==> src/rtl/touch_serial_pkg.sv <==
// constants for the touch controller serial port and pin logic
package touch_serial_pkg;
   localparam int WORD_BITS = 16;
   localparam int ADDR_BITS = 4;
   localparam int PAYLOAD_BITS = 12;
   localparam int RPTR_BITS = 5;
   localparam int PIN_COUNT = 4;
   localparam logic [3:0] WADDR_NONE = 4'h0;
   localparam logic [3:0] WADDR_SETUP = 4'h1;
   localparam logic [3:0] WADDR_FIRST_PHYS = 4'h2;
   localparam logic [3:0] WADDR_LAST_PHYS = 4'hE;
   localparam logic [3:0] WADDR_EXTENDED = 4'hF;
   localparam logic [3:0] XADDR_CONFIG_A = 4'h0;
   localparam logic [3:0] XADDR_CONFIG_B = 4'h1;
   localparam logic [3:0] XADDR_LEVEL_DATA = 4'h2;
   localparam logic [4:0] RADDR_CONFIG_A = 5'h1B;
   localparam logic [4:0] RADDR_CONFIG_B = 5'h1C;
   localparam logic [4:0] RADDR_LEVEL_DATA = 5'h1D;
   localparam logic [4:0] RADDR_WRAP = 5'h1F;
   // read pointer field inside the setup register
   localparam int RPTR_LSB = 6;
   // per-pin config nibble: claim, drive_sense, level_sense, pin_irq_gate
   localparam int CFG_CLAIM = 3;
   localparam int CFG_DRIVE_SENSE = 2;
   localparam int CFG_LEVEL_SENSE = 1;
   localparam int CFG_IRQ_GATE = 0;
   localparam logic [11:0] PHYS_RESET = 12'h000;
   localparam logic [7:0] PIN_REG_RESET = 8'h00;
   localparam logic [7:0] DIR_IN_ALL = 8'h44;
endpackage
==> src/rtl/touch_serial_gpio.sv <==
// serial register port and general-purpose pin logic of the touch controller
// What this block does
// [RULE1] write word is 4 address bits then 12 payload bits
// [RULE2] address 0000b writes are discarded with no effect
// [RULE3] addresses 0010b to 1110b load their own 12-bit register
// [RULE4] address 1111b writes low eight bits to extended pin register
// [RULE5] address 0001b loads setup register holding the 5-bit read pointer
// [RULE6] host should write the setup register last before conversion
// [RULE7] chip select high: clock and data ignored, no transfers
// [RULE8] write is 16 clocks, input sampled on rising serial clock
// [RULE9] host raises chip select between write words
// [RULE10] read msb driven at select fall, later bits on clock fall
// [RULE11] read returns pointed register, then pointer increments
// [RULE12] next read continues from pointer unless setup rewritten
// [RULE13] pointer at 11111b is reset to zero after its read
// [RULE14] readback pads 12-bit regs with 4 zeros, pin regs with 8
// [RULE15] pin regs at extended 0,1,2 and read pointer 1Bh to 1Dh
// [RULE16] claim bit 0 makes shared pin analog; dedicated pin always logic
// [RULE17] drive_sense 0: pin outputs data bit through level_sense
// [RULE18] drive_sense 1: data follows pin, host writes ignored
// [RULE19] level_sense 1: pin and data bit non-inverted
// [RULE20] level_sense 0: pin and data bit inverted
// [RULE21] only pins with pin_irq_gate set may assert alert
// [RULE22] alert low when gated input pin has data bit set
// [RULE23] alert releases when every source is removed or ungated
// [RULE24] a word cut short by chip select rising is dropped
`timescale 1ns/10ps
`default_nettype none
module touch_serial_gpio
   import touch_serial_pkg::*;
(
   // clock and reset
   input wire logic clk,
   input wire logic resetn,
   // serial port pins
   input wire logic chip_select_n,
   input wire logic serial_clock_in,
   input wire logic serial_data_in,
   output logic serial_data_out,
   // pins 0..2 shared with aux inputs, pin 3 is dedicated_io_pin
   input wire logic [3:0] io_pin_in,
   output logic [3:0] io_pin_out,
   output logic [3:0] io_pin_oe,
   output logic [2:0] aux_analog_sel,
   // alert, active low
   output logic alert_n,
   // setup register contents for the converter side
   output logic [11:0] setup_reg
);
   typedef logic [11:0] phys_t [16];

   typedef struct packed {
      logic [1:0] cs_sync;
      logic [1:0] sck_sync;
      logic [1:0] din_sync;
      logic [3:0][1:0] pin_sync;
      logic sck_prev;
      logic cs_prev;
      logic [4:0] bit_cnt;
      logic [15:0] shift_in;
      logic [15:0] shift_out;
      logic read_done;
      logic [11:0] setup;
      logic [7:0] cfg_a;
      logic [7:0] cfg_b;
      logic [7:0] level_data;
      logic dout;
      logic [3:0] pin_out;
      logic [3:0] pin_oe;
      logic [2:0] aux_sel;
      logic alert_n;
   } state_t;

   state_t s_q, s_d;
   phys_t phys_q;
   logic phys_we;
   logic [3:0] phys_addr;
   logic [11:0] phys_data;

   function automatic logic [3:0] pin_cfg(input logic [7:0] a,
                                          input logic [7:0] b,
                                          input int idx);
      logic [15:0] all;
      all = {b, a};
      return all[idx*4 +: 4];
   endfunction

   // level_sense 1 passes the level through, 0 inverts it
   function automatic logic apply_sense(input logic sense,
                                        input logic v);
      return sense ? v : !v;
   endfunction

   function automatic logic [15:0] read_word(input logic [4:0] ptr,
                                             input state_t s,
                                             input phys_t p);
      logic [15:0] w;
      w = 16'h0000;
      if (ptr == RADDR_CONFIG_A) begin
         w = {8'h00, s.cfg_a}; // RULE14
      end else if (ptr == RADDR_CONFIG_B) begin
         w = {8'h00, s.cfg_b}; // RULE15
      end else if (ptr == RADDR_LEVEL_DATA) begin
         w = {8'h00, s.level_data}; // RULE15
      end else if (ptr == 5'({1'b0, WADDR_SETUP})) begin
         w = {4'h0, s.setup}; // RULE14
      end else if (ptr[4] == 1'b0) begin
         w = {4'h0, p[ptr[3:0]]}; // RULE14
      end
      return w;
   endfunction

   logic [4:0] rptr;
   assign rptr = s_q.setup[RPTR_LSB +: RPTR_BITS];

   always_comb begin
      logic sck_rise;
      logic sck_fall;
      logic cs_fall;
      logic cs_rise;
      logic active;
      logic [15:0] word;
      logic [3:0] cfg;
      logic [4:0] nptr;
      logic alert_any;
      logic pin_lvl;
      sck_rise = 1'b0;
      sck_fall = 1'b0;
      cs_fall = 1'b0;
      cs_rise = 1'b0;
      active = 1'b0;
      word = 16'h0000;
      cfg = 4'h0;
      nptr = 5'h00;
      alert_any = 1'b0;
      pin_lvl = 1'b0;
      s_d = s_q;
      phys_we = 1'b0;
      phys_addr = 4'h0;
      phys_data = 12'h000;

      s_d.cs_sync = {s_q.cs_sync[0], chip_select_n};
      s_d.sck_sync = {s_q.sck_sync[0], serial_clock_in};
      s_d.din_sync = {s_q.din_sync[0], serial_data_in};
      for (int i = 0; i < PIN_COUNT; i++) begin
         s_d.pin_sync[i] = {s_q.pin_sync[i][0], io_pin_in[i]};
      end
      s_d.sck_prev = s_q.sck_sync[1];
      s_d.cs_prev = s_q.cs_sync[1];
      active = !s_q.cs_sync[1]; // RULE7
      sck_rise = active && s_q.sck_sync[1] && !s_q.sck_prev;
      sck_fall = active && !s_q.sck_sync[1] && s_q.sck_prev;
      cs_fall = s_q.cs_prev && !s_q.cs_sync[1];
      cs_rise = !s_q.cs_prev && s_q.cs_sync[1];

      if (cs_fall) begin
         // load the pointed word; msb appears at once
         word = read_word(rptr, s_q, phys_q); // RULE11
         s_d.shift_out = {word[14:0], 1'b0};
         s_d.dout = word[15]; // RULE10
         s_d.bit_cnt = 5'd0;
         s_d.read_done = 1'b0;
      end else if (sck_rise) begin
         s_d.shift_in = {s_q.shift_in[14:0], s_q.din_sync[1]}; // RULE8
         if (s_q.bit_cnt != 5'd16) begin
            s_d.bit_cnt = s_q.bit_cnt + 5'd1;
         end
      end else if (sck_fall && s_q.bit_cnt != 5'd0) begin
         s_d.dout = s_q.shift_out[15]; // RULE10
         s_d.shift_out = {s_q.shift_out[14:0], 1'b0};
      end

      // pointer advances once the 16th bit has gone out
      if (sck_rise && s_q.bit_cnt == 5'd15 && !s_q.read_done) begin
         s_d.read_done = 1'b1;
         nptr = (rptr == RADDR_WRAP) ? 5'h00 : rptr + 5'd1; // RULE13
         s_d.setup[RPTR_LSB +: RPTR_BITS] = nptr; // RULE11 RULE12
      end

      // a word commits only at select rise after at least 16 clocks, keeping the last 16 bits
      if (cs_rise && s_q.bit_cnt == 5'd16) begin // RULE24 RULE9
         word = s_q.shift_in; // RULE1
         if (word[15:12] == WADDR_SETUP) begin
            s_d.setup = word[11:0]; // RULE5 RULE12
         end else if (word[15:12] >= WADDR_FIRST_PHYS &&
                      word[15:12] <= WADDR_LAST_PHYS) begin
            phys_we = 1'b1; // RULE3
            phys_addr = word[15:12];
            phys_data = word[11:0];
         end else if (word[15:12] == WADDR_EXTENDED) begin
            if (word[11:8] == XADDR_CONFIG_A) begin
               s_d.cfg_a = word[7:0]; // RULE4
            end else if (word[11:8] == XADDR_CONFIG_B) begin
               s_d.cfg_b = word[7:0]; // RULE4
            end else if (word[11:8] == XADDR_LEVEL_DATA) begin
               for (int i = 0; i < PIN_COUNT; i++) begin
                  cfg = pin_cfg(s_q.cfg_a, s_q.cfg_b, i);
                  if (!cfg[CFG_DRIVE_SENSE]) begin
                     s_d.level_data[i] = word[i]; // RULE18
                  end
               end
            end
         end
         // address 0000b falls through untouched  RULE2
      end
      if (cs_rise) begin
         s_d.bit_cnt = 5'd0;
      end

      for (int i = 0; i < PIN_COUNT; i++) begin
         cfg = pin_cfg(s_q.cfg_a, s_q.cfg_b, i);
         if (i == PIN_COUNT - 1) begin
            cfg[CFG_CLAIM] = 1'b1; // RULE16
         end
         pin_lvl = s_q.pin_sync[i][1];
         if (!cfg[CFG_CLAIM]) begin
            s_d.pin_oe[i] = 1'b0; // RULE16
            s_d.pin_out[i] = 1'b0;
         end else if (cfg[CFG_DRIVE_SENSE]) begin
            s_d.pin_oe[i] = 1'b0;
            s_d.pin_out[i] = 1'b0;
            s_d.level_data[i] = apply_sense(cfg[CFG_LEVEL_SENSE],
                                            pin_lvl); // RULE18 RULE19 RULE20
            if (cfg[CFG_IRQ_GATE] && s_d.level_data[i]) begin
               alert_any = 1'b1; // RULE21 RULE22
            end
         end else begin
            s_d.pin_oe[i] = 1'b1; // RULE17
            s_d.pin_out[i] = apply_sense(cfg[CFG_LEVEL_SENSE],
                                         s_q.level_data[i]); // RULE19 RULE20
         end
         if (i < PIN_COUNT - 1) begin
            s_d.aux_sel[i] = !cfg[CFG_CLAIM]; // RULE16
         end
      end
      s_d.alert_n = !alert_any; // RULE23
   end

   always_ff @(posedge clk or negedge resetn) begin
      if (!resetn) begin
         s_q <= '0;
         s_q.cs_sync <= 2'b11;
         s_q.cs_prev <= 1'b1;
         s_q.setup <= PHYS_RESET;
         s_q.cfg_a <= PIN_REG_RESET;
         s_q.cfg_b <= PIN_REG_RESET;
         s_q.level_data <= PIN_REG_RESET;
         s_q.aux_sel <= 3'b111;
         s_q.alert_n <= 1'b1;
      end else begin
         s_q <= s_d;
      end
   end

   always_ff @(posedge clk or negedge resetn) begin
      if (!resetn) begin
         for (int i = 0; i < 16; i++) begin
            phys_q[i] <= PHYS_RESET;
         end
      end else if (phys_we) begin
         phys_q[phys_addr] <= phys_data; // RULE3
      end
   end

   assign serial_data_out = s_q.dout;
   assign io_pin_out = s_q.pin_out;
   assign io_pin_oe = s_q.pin_oe;
   assign aux_analog_sel = s_q.aux_sel;
   assign alert_n = s_q.alert_n;
   assign setup_reg = s_q.setup;
endmodule
`default_nettype wire

==> config.mk <==
export PLATFORM = sky130hd
export DESIGN_NAME = touch_serial_gpio
export DESIGN_NICKNAME = d
export VERILOG_FILES = /design/src/rtl/touch_serial_pkg.sv /design/src/rtl/touch_serial_gpio.sv
export SDC_FILE = /design/constraint.sdc
export NUM_CORES = 1
export LEC_CHECK = 0
export BUFFER_PORTS_ARGS = -buffer_cell sky130_fd_sc_hd__buf_2
export CAP_MARGIN = 40
export CORE_MARGIN = 2
export CORE_UTILIZATION = 62
export CTS_CLUSTER_DIAMETER = 120
export DETAILED_ROUTE_END_ITERATION = 16
export PLACE_DENSITY = 0.79
export SETUP_SLACK_MARGIN = 0.5
export SLEW_MARGIN = 0
export SYNTH_ARGS = -nofsm -noshare
export SYNTH_HDL_FRONTEND = slang
export SYNTH_SLANG_ARGS = --single-unit
==> constraint.sdc <==
create_clock -name clk -period 2.6 [get_ports clk]
set_input_delay 0.52 -clock clk [delete_from_list [all_inputs] [get_ports clk]]
set_output_delay 0.52 -clock clk [all_outputs]
set_load 0.02 [all_outputs]
Word-level counts from Yosys, hierarchy flattened
Index checks and enable logic that the tools add are counted.

word-level totals
  register bits after elaboration = 291
  input port bits = 9
  word-level logic and storage cells = 212

cells by class
  add/sub/neg operators = 2
  magnitude comparators = 5
  equal/unequal tests = 17
  muxes and demuxes = 93
  bitwise logic cells = 6
  reduce and logical (&&, ||, !) cells = 49

operators by type and width
  operator             number
  $bwmux 192           1
  $mux 16              9
  $mux 12              8
  $mux 1               52
  $bmux 12 s4          1
  $demux 12 s4         1
  $mux 4               10
  $mux 27              1
  $eq 5x5->1 const B   5
  $mux 5               5
  $mux 8               3
  $mux 21              1
  $logic_not 1->1      17
  $logic_and 1x1->1    16
  $mux 11              1
  $add 5x1->5 const B  2
  $ge 5x5->1 const B   2
  $not 4->5            2
  $reduce_bool 2->1    5
  $eq 4x1->1 const B   2
  $ne 2x2->1 const B   4
  $reduce_and 2->1     4
  $reduce_and 7->1     1
  $reduce_and 6->1     1
  14 further kinds     18

Logic depth before layout (Yosys ltp)
Gate-level depths: netlist of the first run.

  word-level depth = 15
  gate-level depth with buffers = 11
  depth with buffers taken out = 7

Worst setup path after synthesis of the first run
No wires, ideal clock.

  kind = reg-to-reg
  start point = register s_q, in the netlist setup_reg[7]
  end point = register s_q[58] (netlist bit)
  setup time = 0.088 ns
  arrival = 2.157 ns
  data required time = 2.512 ns
  slack = 0.355 ns
  cell stages (with the launch flop) = 11
  buffers on the path = 3
  cells stage by stage = dfrtp_1 > buf_4 > buf_2 > buf_2 > inv_1 > ha_1 > nor2_1 > a221oi_1 > a211o_1 > a31o_2 > a41oi_1

between the ends
  longest elaborated chain between the ends = 10
  elaborated cells between the ends (all ways) = 14
  those cells by class = eq/ne: 4; mux: 9; bitwise: 1

ends and longest elaborated chain
  what                                         RTL line                  text
  from (decl)                                  touch_serial_gpio.sv:74   state_t s_q, s_d;
  $not 4->5 (implied by the code)              touch_serial_gpio.sv:108  w = {4'h0, p[ptr[3:0]]};
  $bmux 12 s4                                  touch_serial_gpio.sv:108
  $mux 12 (implied by the code) (2 in series)  touch_serial_gpio.sv:108
  $mux 12                                      touch_serial_gpio.sv:107  end else if (ptr[4] == 1'b0) begin
  $mux 12                                      touch_serial_gpio.sv:105  end else if (ptr == 5'({1'b0, WADDR_SETUP})) begin
  $mux 16                                      touch_serial_gpio.sv:103  end else if (ptr == RADDR_LEVEL_DATA) begin
  $mux 16                                      touch_serial_gpio.sv:101  end else if (ptr == RADDR_CONFIG_B) begin
  $mux 16 *                                    touch_serial_gpio.sv:99   if (ptr == RADDR_CONFIG_A) begin
  $mux 16 *                                    touch_serial_gpio.sv:156  if (cs_fall) begin

Every way passes the cells marked *; elsewhere a longest branch is shown, timed or not. The select of a mux whose other input is x is not followed.
A chain may end at the register's enable or synchronous reset.

Worst setup path in the final report of the first run
  start point = register s_q, in the netlist setup_reg[6]
  end point = register s_q[55] (netlist bit)

The elaborated chain is that of the path after synthesis.

==> impl_metrics.yaml, run 1 <==
die:
  fp.dieArea_um2: 21800
  start_util_pct: 63.1
  fp.dieW_um: 148
  die_y_um: 148
  floorplan.rows: 52
  core_um2: 20200
  ios: 34
route:
  drt_iter0_markers: 765
  wl_per_cell_um: 21.1
  vias: 8710
  ant_nets: 0
  vias_per_cell: 6.22
  drt_wl_total_um: 29600
  drc: 0
  first_pass_iters: 5
placement:
  io_buffers: 33
  dp_hpwl_um: 18000
  place.gp.congestion: 0.856
  dp_slack_ps: 292
synth:
  syn_nets: 1152
  syn_inst: 1134
  synth_seq_cells: 290
  ys_async_sr_fraction_pct: 100
  ys_seq_area_share_pct: 56.9
  netlist_top_cells_area: "dfrtp_1, mux4_2, nand2_1"
  syn_area_um2: 12800
  synth_most_common_cell: "dfrtp_1"
  syn_avg_cell_area_um2: 11.3
  synth_area_leader_cell: "dfrtp_1"
  yosys_warnings: 0
  synth_top_area_share_pct: 55.4
  synth_edf_count: 0
  synth_ff_type: "dfrtp_1"
  synth.distinct_cells: 61
  synth_commonest_cells: "dfrtp_1, nand2_1, o21ai_1"
global_route:
  gr-total-overflow: 0
  grt_pass1_vias: 8713
  antenna_found_initial: 0
  track_usage_pct: 27.3
  grt_max_degree: 82
  grt_pass1_wl_um: 46400
setup_path:
  arrival_ps: 2510
  worst-path-max-fanout: 13
  path_class: "reg2reg"
  endpoint_kind: "flop"
  crit_path_start_kind: "flop"
  cp.required_ps: 3010
run:
  cap_violations: 0
timing:
  fin_ws_ps: 496
  drv_slew: 0
  slew_headroom_pct: 61.3
  finClkSkew_ps: 10.3
  fmax_ghz: 0.475
  setup_viol: 0
  hold_violations: 0
  fin_tns_setup_ps: 0
  period_share_pct: 80.9
  grt_setup_unrepaired: "yes"
  fin_crit_ps: 2100
  worst_slew_pin_slew_ps: 579
clocking:
  cts-root-buf: "clkbuf_16"
  clk_pin_slew_ps: 60
  clock_latency_ps: 550
  htreeDepth: 1
  cts_inserted_buffers: 29
  clockBufferDepth: 3
  cts_tree: "built"
  numClockSinks: 290
pwr:
  powerDensity_nw_per_um2: 649
  p_sw_mw: 2.07
  irDropWorstVdd_mv: 0.541
  combPwrFrac_pct: 3.5
  p_leak_nw: 6.32
  seq_power_share_pct: 51.9
  p_int_mw: 7.14
  clock_power_share_pct: 44.5
  switching_share_pct: 22.5
  p_total_mw: 9.21
layout:
  multi_input_area_um2: 4910
  diodes: 0
  synthToLayoutAreaGrowth_pct: 11.2
  final_layout_size_suffix_gt1_share_pct: 22.7
  largest_reg_flops: 192
  regArea_um2: 7270
  nNetsFinal: 1127
  nFillCells: 1411
outcome:
  outcome: "finished clean"
hold_path:
  hp-class: "in2reg"
power by group through the flow:
| stage | Combinational, mW | Clock (mW) | Sequential (mW) |
|---|---|---|---|
| 2_1_floorplan | 0.164 | 0 | 4.75 |
| 3_3_place_gp | 0.292 | 0 | 4.83 |
| 3_5_place_dp | 0.300 | 0 | 4.84 |
| 4_1_cts | 0.312 | 4.15 | 4.76 |
| 5_1_grt | 0.364 | 4.35 | 4.78 |
| 6_report | 0.326 | 4.10 | 4.78 |
final cells by class:
type,count,area share [%]
Clock inverter,10,0.731
Timing Repair Buffer,80,4.91
Multi-Input combinational cell,694,34.5
Inverter,14,0.370
Sequential cell,290,51.2
Clock buffer,42,5.88
Tap cell,270,2.38
worst max-delay path: stages, from the launching register on:
cell,delay [ps]
dfrtp_4,580
buf_16,200
mux4_2,530
mux2i_2,210
o22a_1,280
o221ai_1,160
per-stage QoR:
step	hold WS [ps]	area (µm²)	utilization, %	instances
finish	75.5	14200	70.2	1400
global route	59.8	14200	70.2	1400
CTS	65.1	14000	69.1	1393
detailed placement	336	13000	64.1	1335
global placement	332	13000	64.1	1335
floorplan	224	12800	-	1134
placed cells by master (no fill, tap or decap), drive strengths merged, types with 8 or more instances in the layout:
cell type	netlist	layout
nor2	24	24
buf	68	77
nand2	220	220
mux2	41	41
clkbuf	68	44
a21oi	22	22
mux4	46	46
nand3	17	17
dfrtp	283	283
mux2i	30	30
inv	14	15
o21ai	184	184
o22a	8	8
nor3	10	10
ha	9	9
path summary, 6_finish.rpt:
| kind | startpoint | to | slack [ps] | cells after the start |
|---|---|---|---|---|
| setup reg to reg | setup_reg[6] | s_q[55] | 500 | 5 |
| max in group asynchronous | resetn | aux_analog_sel[0] | 1440 | 3 |
| hold reg to reg | s_d[96] | s_q[96] | 350 | 0 |
| hold / removal | chip_select_n | s_d[102] | 80 | 1 |
| setup / recovery | setup_reg[6] | s_q[55] | 500 | 5 |
| min in group asynchronous | resetn | s_d[88] | 430 | 2 |
cell families after synthesis:
family,after synthesis,share of synthesized area [%]
flops,290,56.9
compound gates,247,10.6
mux,117,14.1
buf+inv,150,5.69
simple gates,312,11.2
xor+xnor,9,0.617
fa+ha+maj,9,0.881
layer usage:
layer | vias up | routed length [µm] | global-route usage [%]
met5 | - | 0 | 0
met4 | 0 | 947 | 10.5
met3 | 80 | 2180 | 5.37
met2 | 360 | 14400 | 44.0
met1 | 4388 | 12000 | 37.2
li1 | 3882 | - | -
what timing repair did:
| action | 4_1_cts | 5_1_grt |
|---|---|---|
| hold buffers | 1 | 0 |
| setup buffers | 5 | 5 |
| gates cloned | 0 | 2 |
| pin swaps | 2 | 1 |
| hold endpoints to repair | 24 | 0 |
| setup endpoints to repair | 190 | 171 |
| gates resized for setup | 9 | 36 |
Note: power is estimated with default switching activity, not from simulation.
==> inputs of run 2 (changes only) <==
--- a/config.mk
+++ b/config.mk
@@ -5,13 +5,14 @@
 export SDC_FILE = /design/constraint.sdc
 export NUM_CORES = 1
 export LEC_CHECK = 0
+export ABC_AREA = 1
 export BUFFER_PORTS_ARGS = -buffer_cell sky130_fd_sc_hd__buf_2
 export CAP_MARGIN = 40
 export CORE_MARGIN = 2
-export CORE_UTILIZATION = 62
+export CORE_UTILIZATION = 56
 export CTS_CLUSTER_DIAMETER = 120
 export DETAILED_ROUTE_END_ITERATION = 16
-export PLACE_DENSITY = 0.79
+export PLACE_DENSITY = 0.76
 export SETUP_SLACK_MARGIN = 0.5
 export SLEW_MARGIN = 0
 export SYNTH_ARGS = -nofsm -noshare
==> constraint.sdc (replaced) <==
create_clock -name clk -period 1.9 [get_ports clk]
set_input_delay 0.38 -clock clk [delete_from_list [all_inputs] [get_ports clk]]
set_output_delay 0.38 -clock clk [all_outputs]
set_load 0.02 [all_outputs]
==> run 2 against run 1 <==
The flow now finishes with violations (setup timing). Global-route usage is 2.9 points higher. Worst setup slack worse by 850 ps. Clock-buffer cell count is 4 higher. Non-clock buffer count is 124 higher. First-iteration DRC count is 120% higher. Sequential cell count stayed put. Register-to-register slack worse by 850 ps. Clock skew is 6.9 ps higher. Largest power group unchanged. Die area is 11% higher. Critical path depth is 8 higher.
==> impl_metrics.yaml, run 2 <==
layout:
  synthToLayoutAreaGrowth_pct: 35.7
  final_layout_size_suffix_gt1_share_pct: 30.6
  nNetsFinal: 1649
  layout_commonest_cell: "dfrtp_1"
  design_area_um2: 17500
  largest_reg_flops: 192
  final_cell_mix: "dfrtp_1, nand2_1, o21ai_0"
  diodes: 0
timing:
  fin_crit_ps: 2250
  whs_ps: 336
  fmax_ghz: 0.444
  period_share_pct: 118
  setup_viol: 183
  finClkSkew_ps: 17.2
  grt_setup_unrepaired: "yes"
  worst_slew_pin_slew_ps: 555
  slew_headroom_pct: 63.0
  fin_ws_ps: -350
  drv_slew: 0
  hold_violations: 0
hold_path:
  hp-class: "in2async"
synth:
  syn_inst: 1539
  synth.distinct_cells: 37
  synth_commonest_cells: "nand2_1, o21ai_0, dfrtp_1"
  ys_seq_area_share_pct: 56.4
  synth_most_common_cell: "nand2_1"
  syn_nets: 1557
  ys_async_sr_fraction_pct: 100
  synth_top_area_share_pct: 55.0
  syn_area_um2: 12900
  netlist_top_cells_area: "dfrtp_1, o21ai_0, nand2_1"
  synth_ff_type: "dfrtp_1"
  synth_seq_cells: 290
  synth_edf_count: 0
  syn_avg_cell_area_um2: 8.37
  yosys_warnings: 0
  synth_area_leader_cell: "dfrtp_1"
die:
  core_um2: 22600
  fp.dieW_um: 156
  fp.dieArea_um2: 24200
  die_y_um: 156
  ios: 34
  start_util_pct: 57.0
  floorplan.rows: 55
setup_path:
  cp.required_ps: 2360
  endpoint_kind: "flop"
  path_class: "reg2reg"
  worst-path-max-fanout: 24
  arrival_ps: 2710
  crit_path_start_kind: "flop"
  r2r_slack_ps: -350
route:
  drt_iter0_markers: 1673
  wl_per_cell_um: 23.5
  drc: 0
  vias_per_cell: 6.37
  ant_nets: 0
  first_pass_iters: 9
  vias: 12400
  drt_wl_total_um: 45700
global_route:
  track_usage_pct: 30.2
  antenna_found_initial: 0
  grt_pass1_vias: 10800
  grt_pass1_wl_um: 57100
  grt_max_degree: 57
  gr-total-overflow: 0
placement:
  place.gp.congestion: 0.885
  place_area_um2: 13900
  io_buffers: 33
  dp_hpwl_um: 21300
  dp_slack_ps: -223
clocking:
  clk_pin_slew_ps: 60
  clockBufferDepth: 3
  cts-root-buf: "clkbuf_16"
  htreeDepth: 1
  numClockSinks: 290
  cts_inserted_buffers: 31
  clock_latency_ps: 580
  cts_tree: "built"
outcome:
  violations: "setup timing"
  outcome: "finished with violations"
pwr:
  irDropWorstVdd_mv: 0.811
  p_leak_nw: 8.05
  p_total_mw: 13.4
  powerDensity_nw_per_um2: 767
run:
  cap_violations: 0
## run 2: cell types whose count changed after synthesis, moves of 46 or more
cell	change
nor2_1	+99
o21ai_1	-99
o21ai_0	+231
inv_1	+88
mux4_2	-46
nand2_1	+191
## run 2: kinds of logic (layout without fill, tap and decap cells)
family / count (synthesis) / in the layout / synth area share (%)
AND/OR/NAND/NOR: 603 / 603 / 18.8
AO/OA/AOI/OAI: 380 / 380 / 15.3
flip-flops: 290 / 290 / 56.4
buffers and inverters: 250 / 367 / 8.16
adder cells (fa/ha/maj): 9 / 9 / 0.875
XOR/XNOR: 7 / 7 / 0.476
## run 2: critical path: stages, from the launching register on
cell,delay (ps)
dfrtp_1,390
inv_2,90
ha_4,150
nand3_4,80
nor2_4,120
nand2_4,100
nor2_4,160
buf_6,140
buf_6,100
nand2_4,50
nor2_4,210
nand2_2,110
buf_12,170
o21ai_0,240
## run 2: power breakdown
| part | switching, mW | total (mW) | internal [mW] |
|---|---|---|---|
| registers | 0.122 | 6.43 | 6.31 |
| clock network | 2.56 | 6.24 | 3.68 |
| logic | 0.436 | 0.717 | 0.281 |
| total | 3.12 | 13.4 | 10.3 |
## run 2: path summary, 6_finish.rpt
path,cells past startpoint,endpoint,startpoint
min in group clk,0,s_q[98],s_d[98]
setup reg to reg,13,phys_q[119],s_q[83]
hold / removal,2,phys_q[134],resetn
hold reg to reg,0,s_q[98],s_d[98]
setup / recovery,13,phys_q[119],s_q[83]
max in group asynchronous,3,s_q[83],resetn
## run 2: timing repair
item | CTS | global route
gates cloned | 8 | 25
buffers inserted | 16 | 31
setup endpoints to repair | 251 | 251
pin swaps | 9 | 51
endpoints found under the hold margin | 51 | 0
resized for setup | 153 | 348
hold buffers | 8 | 0
## run 2: through the flow
| stage | utilization (%) | cells | setup TNS, ps |
|---|---|---|---|
| detailed placement | 61.7 | 1795 | -23300 |
| global placement | 61.7 | 1795 | -6900 |
| floorplan | - | 1539 | -9520 |
| global route | 77.4 | 1941 | -49390 |
| CTS | 69.6 | 1885 | -9460 |
| finish | 77.4 | 1941 | -40120 |
## run 2: routing by layer
metal,share of wire [%],vias up,GRT usage (%)
met5,0,-,0
met3,12,254,5.39
li1,-,5158,-
met1,36,5912,42.0
met2,45,1032,47.2
met4,6.8,0,13.0
## run 2: area by class of cell
class / instances / area (µm²)
clock buffer: 46 / 902
timing repair buffer: 204 / 2610
multi-input combinational: 999 / 5770
tap: 285 / 357
inverter: 105 / 417
clock inverter: 12 / 143
fill: 1321 / 5100
sequential: 290 / 7270
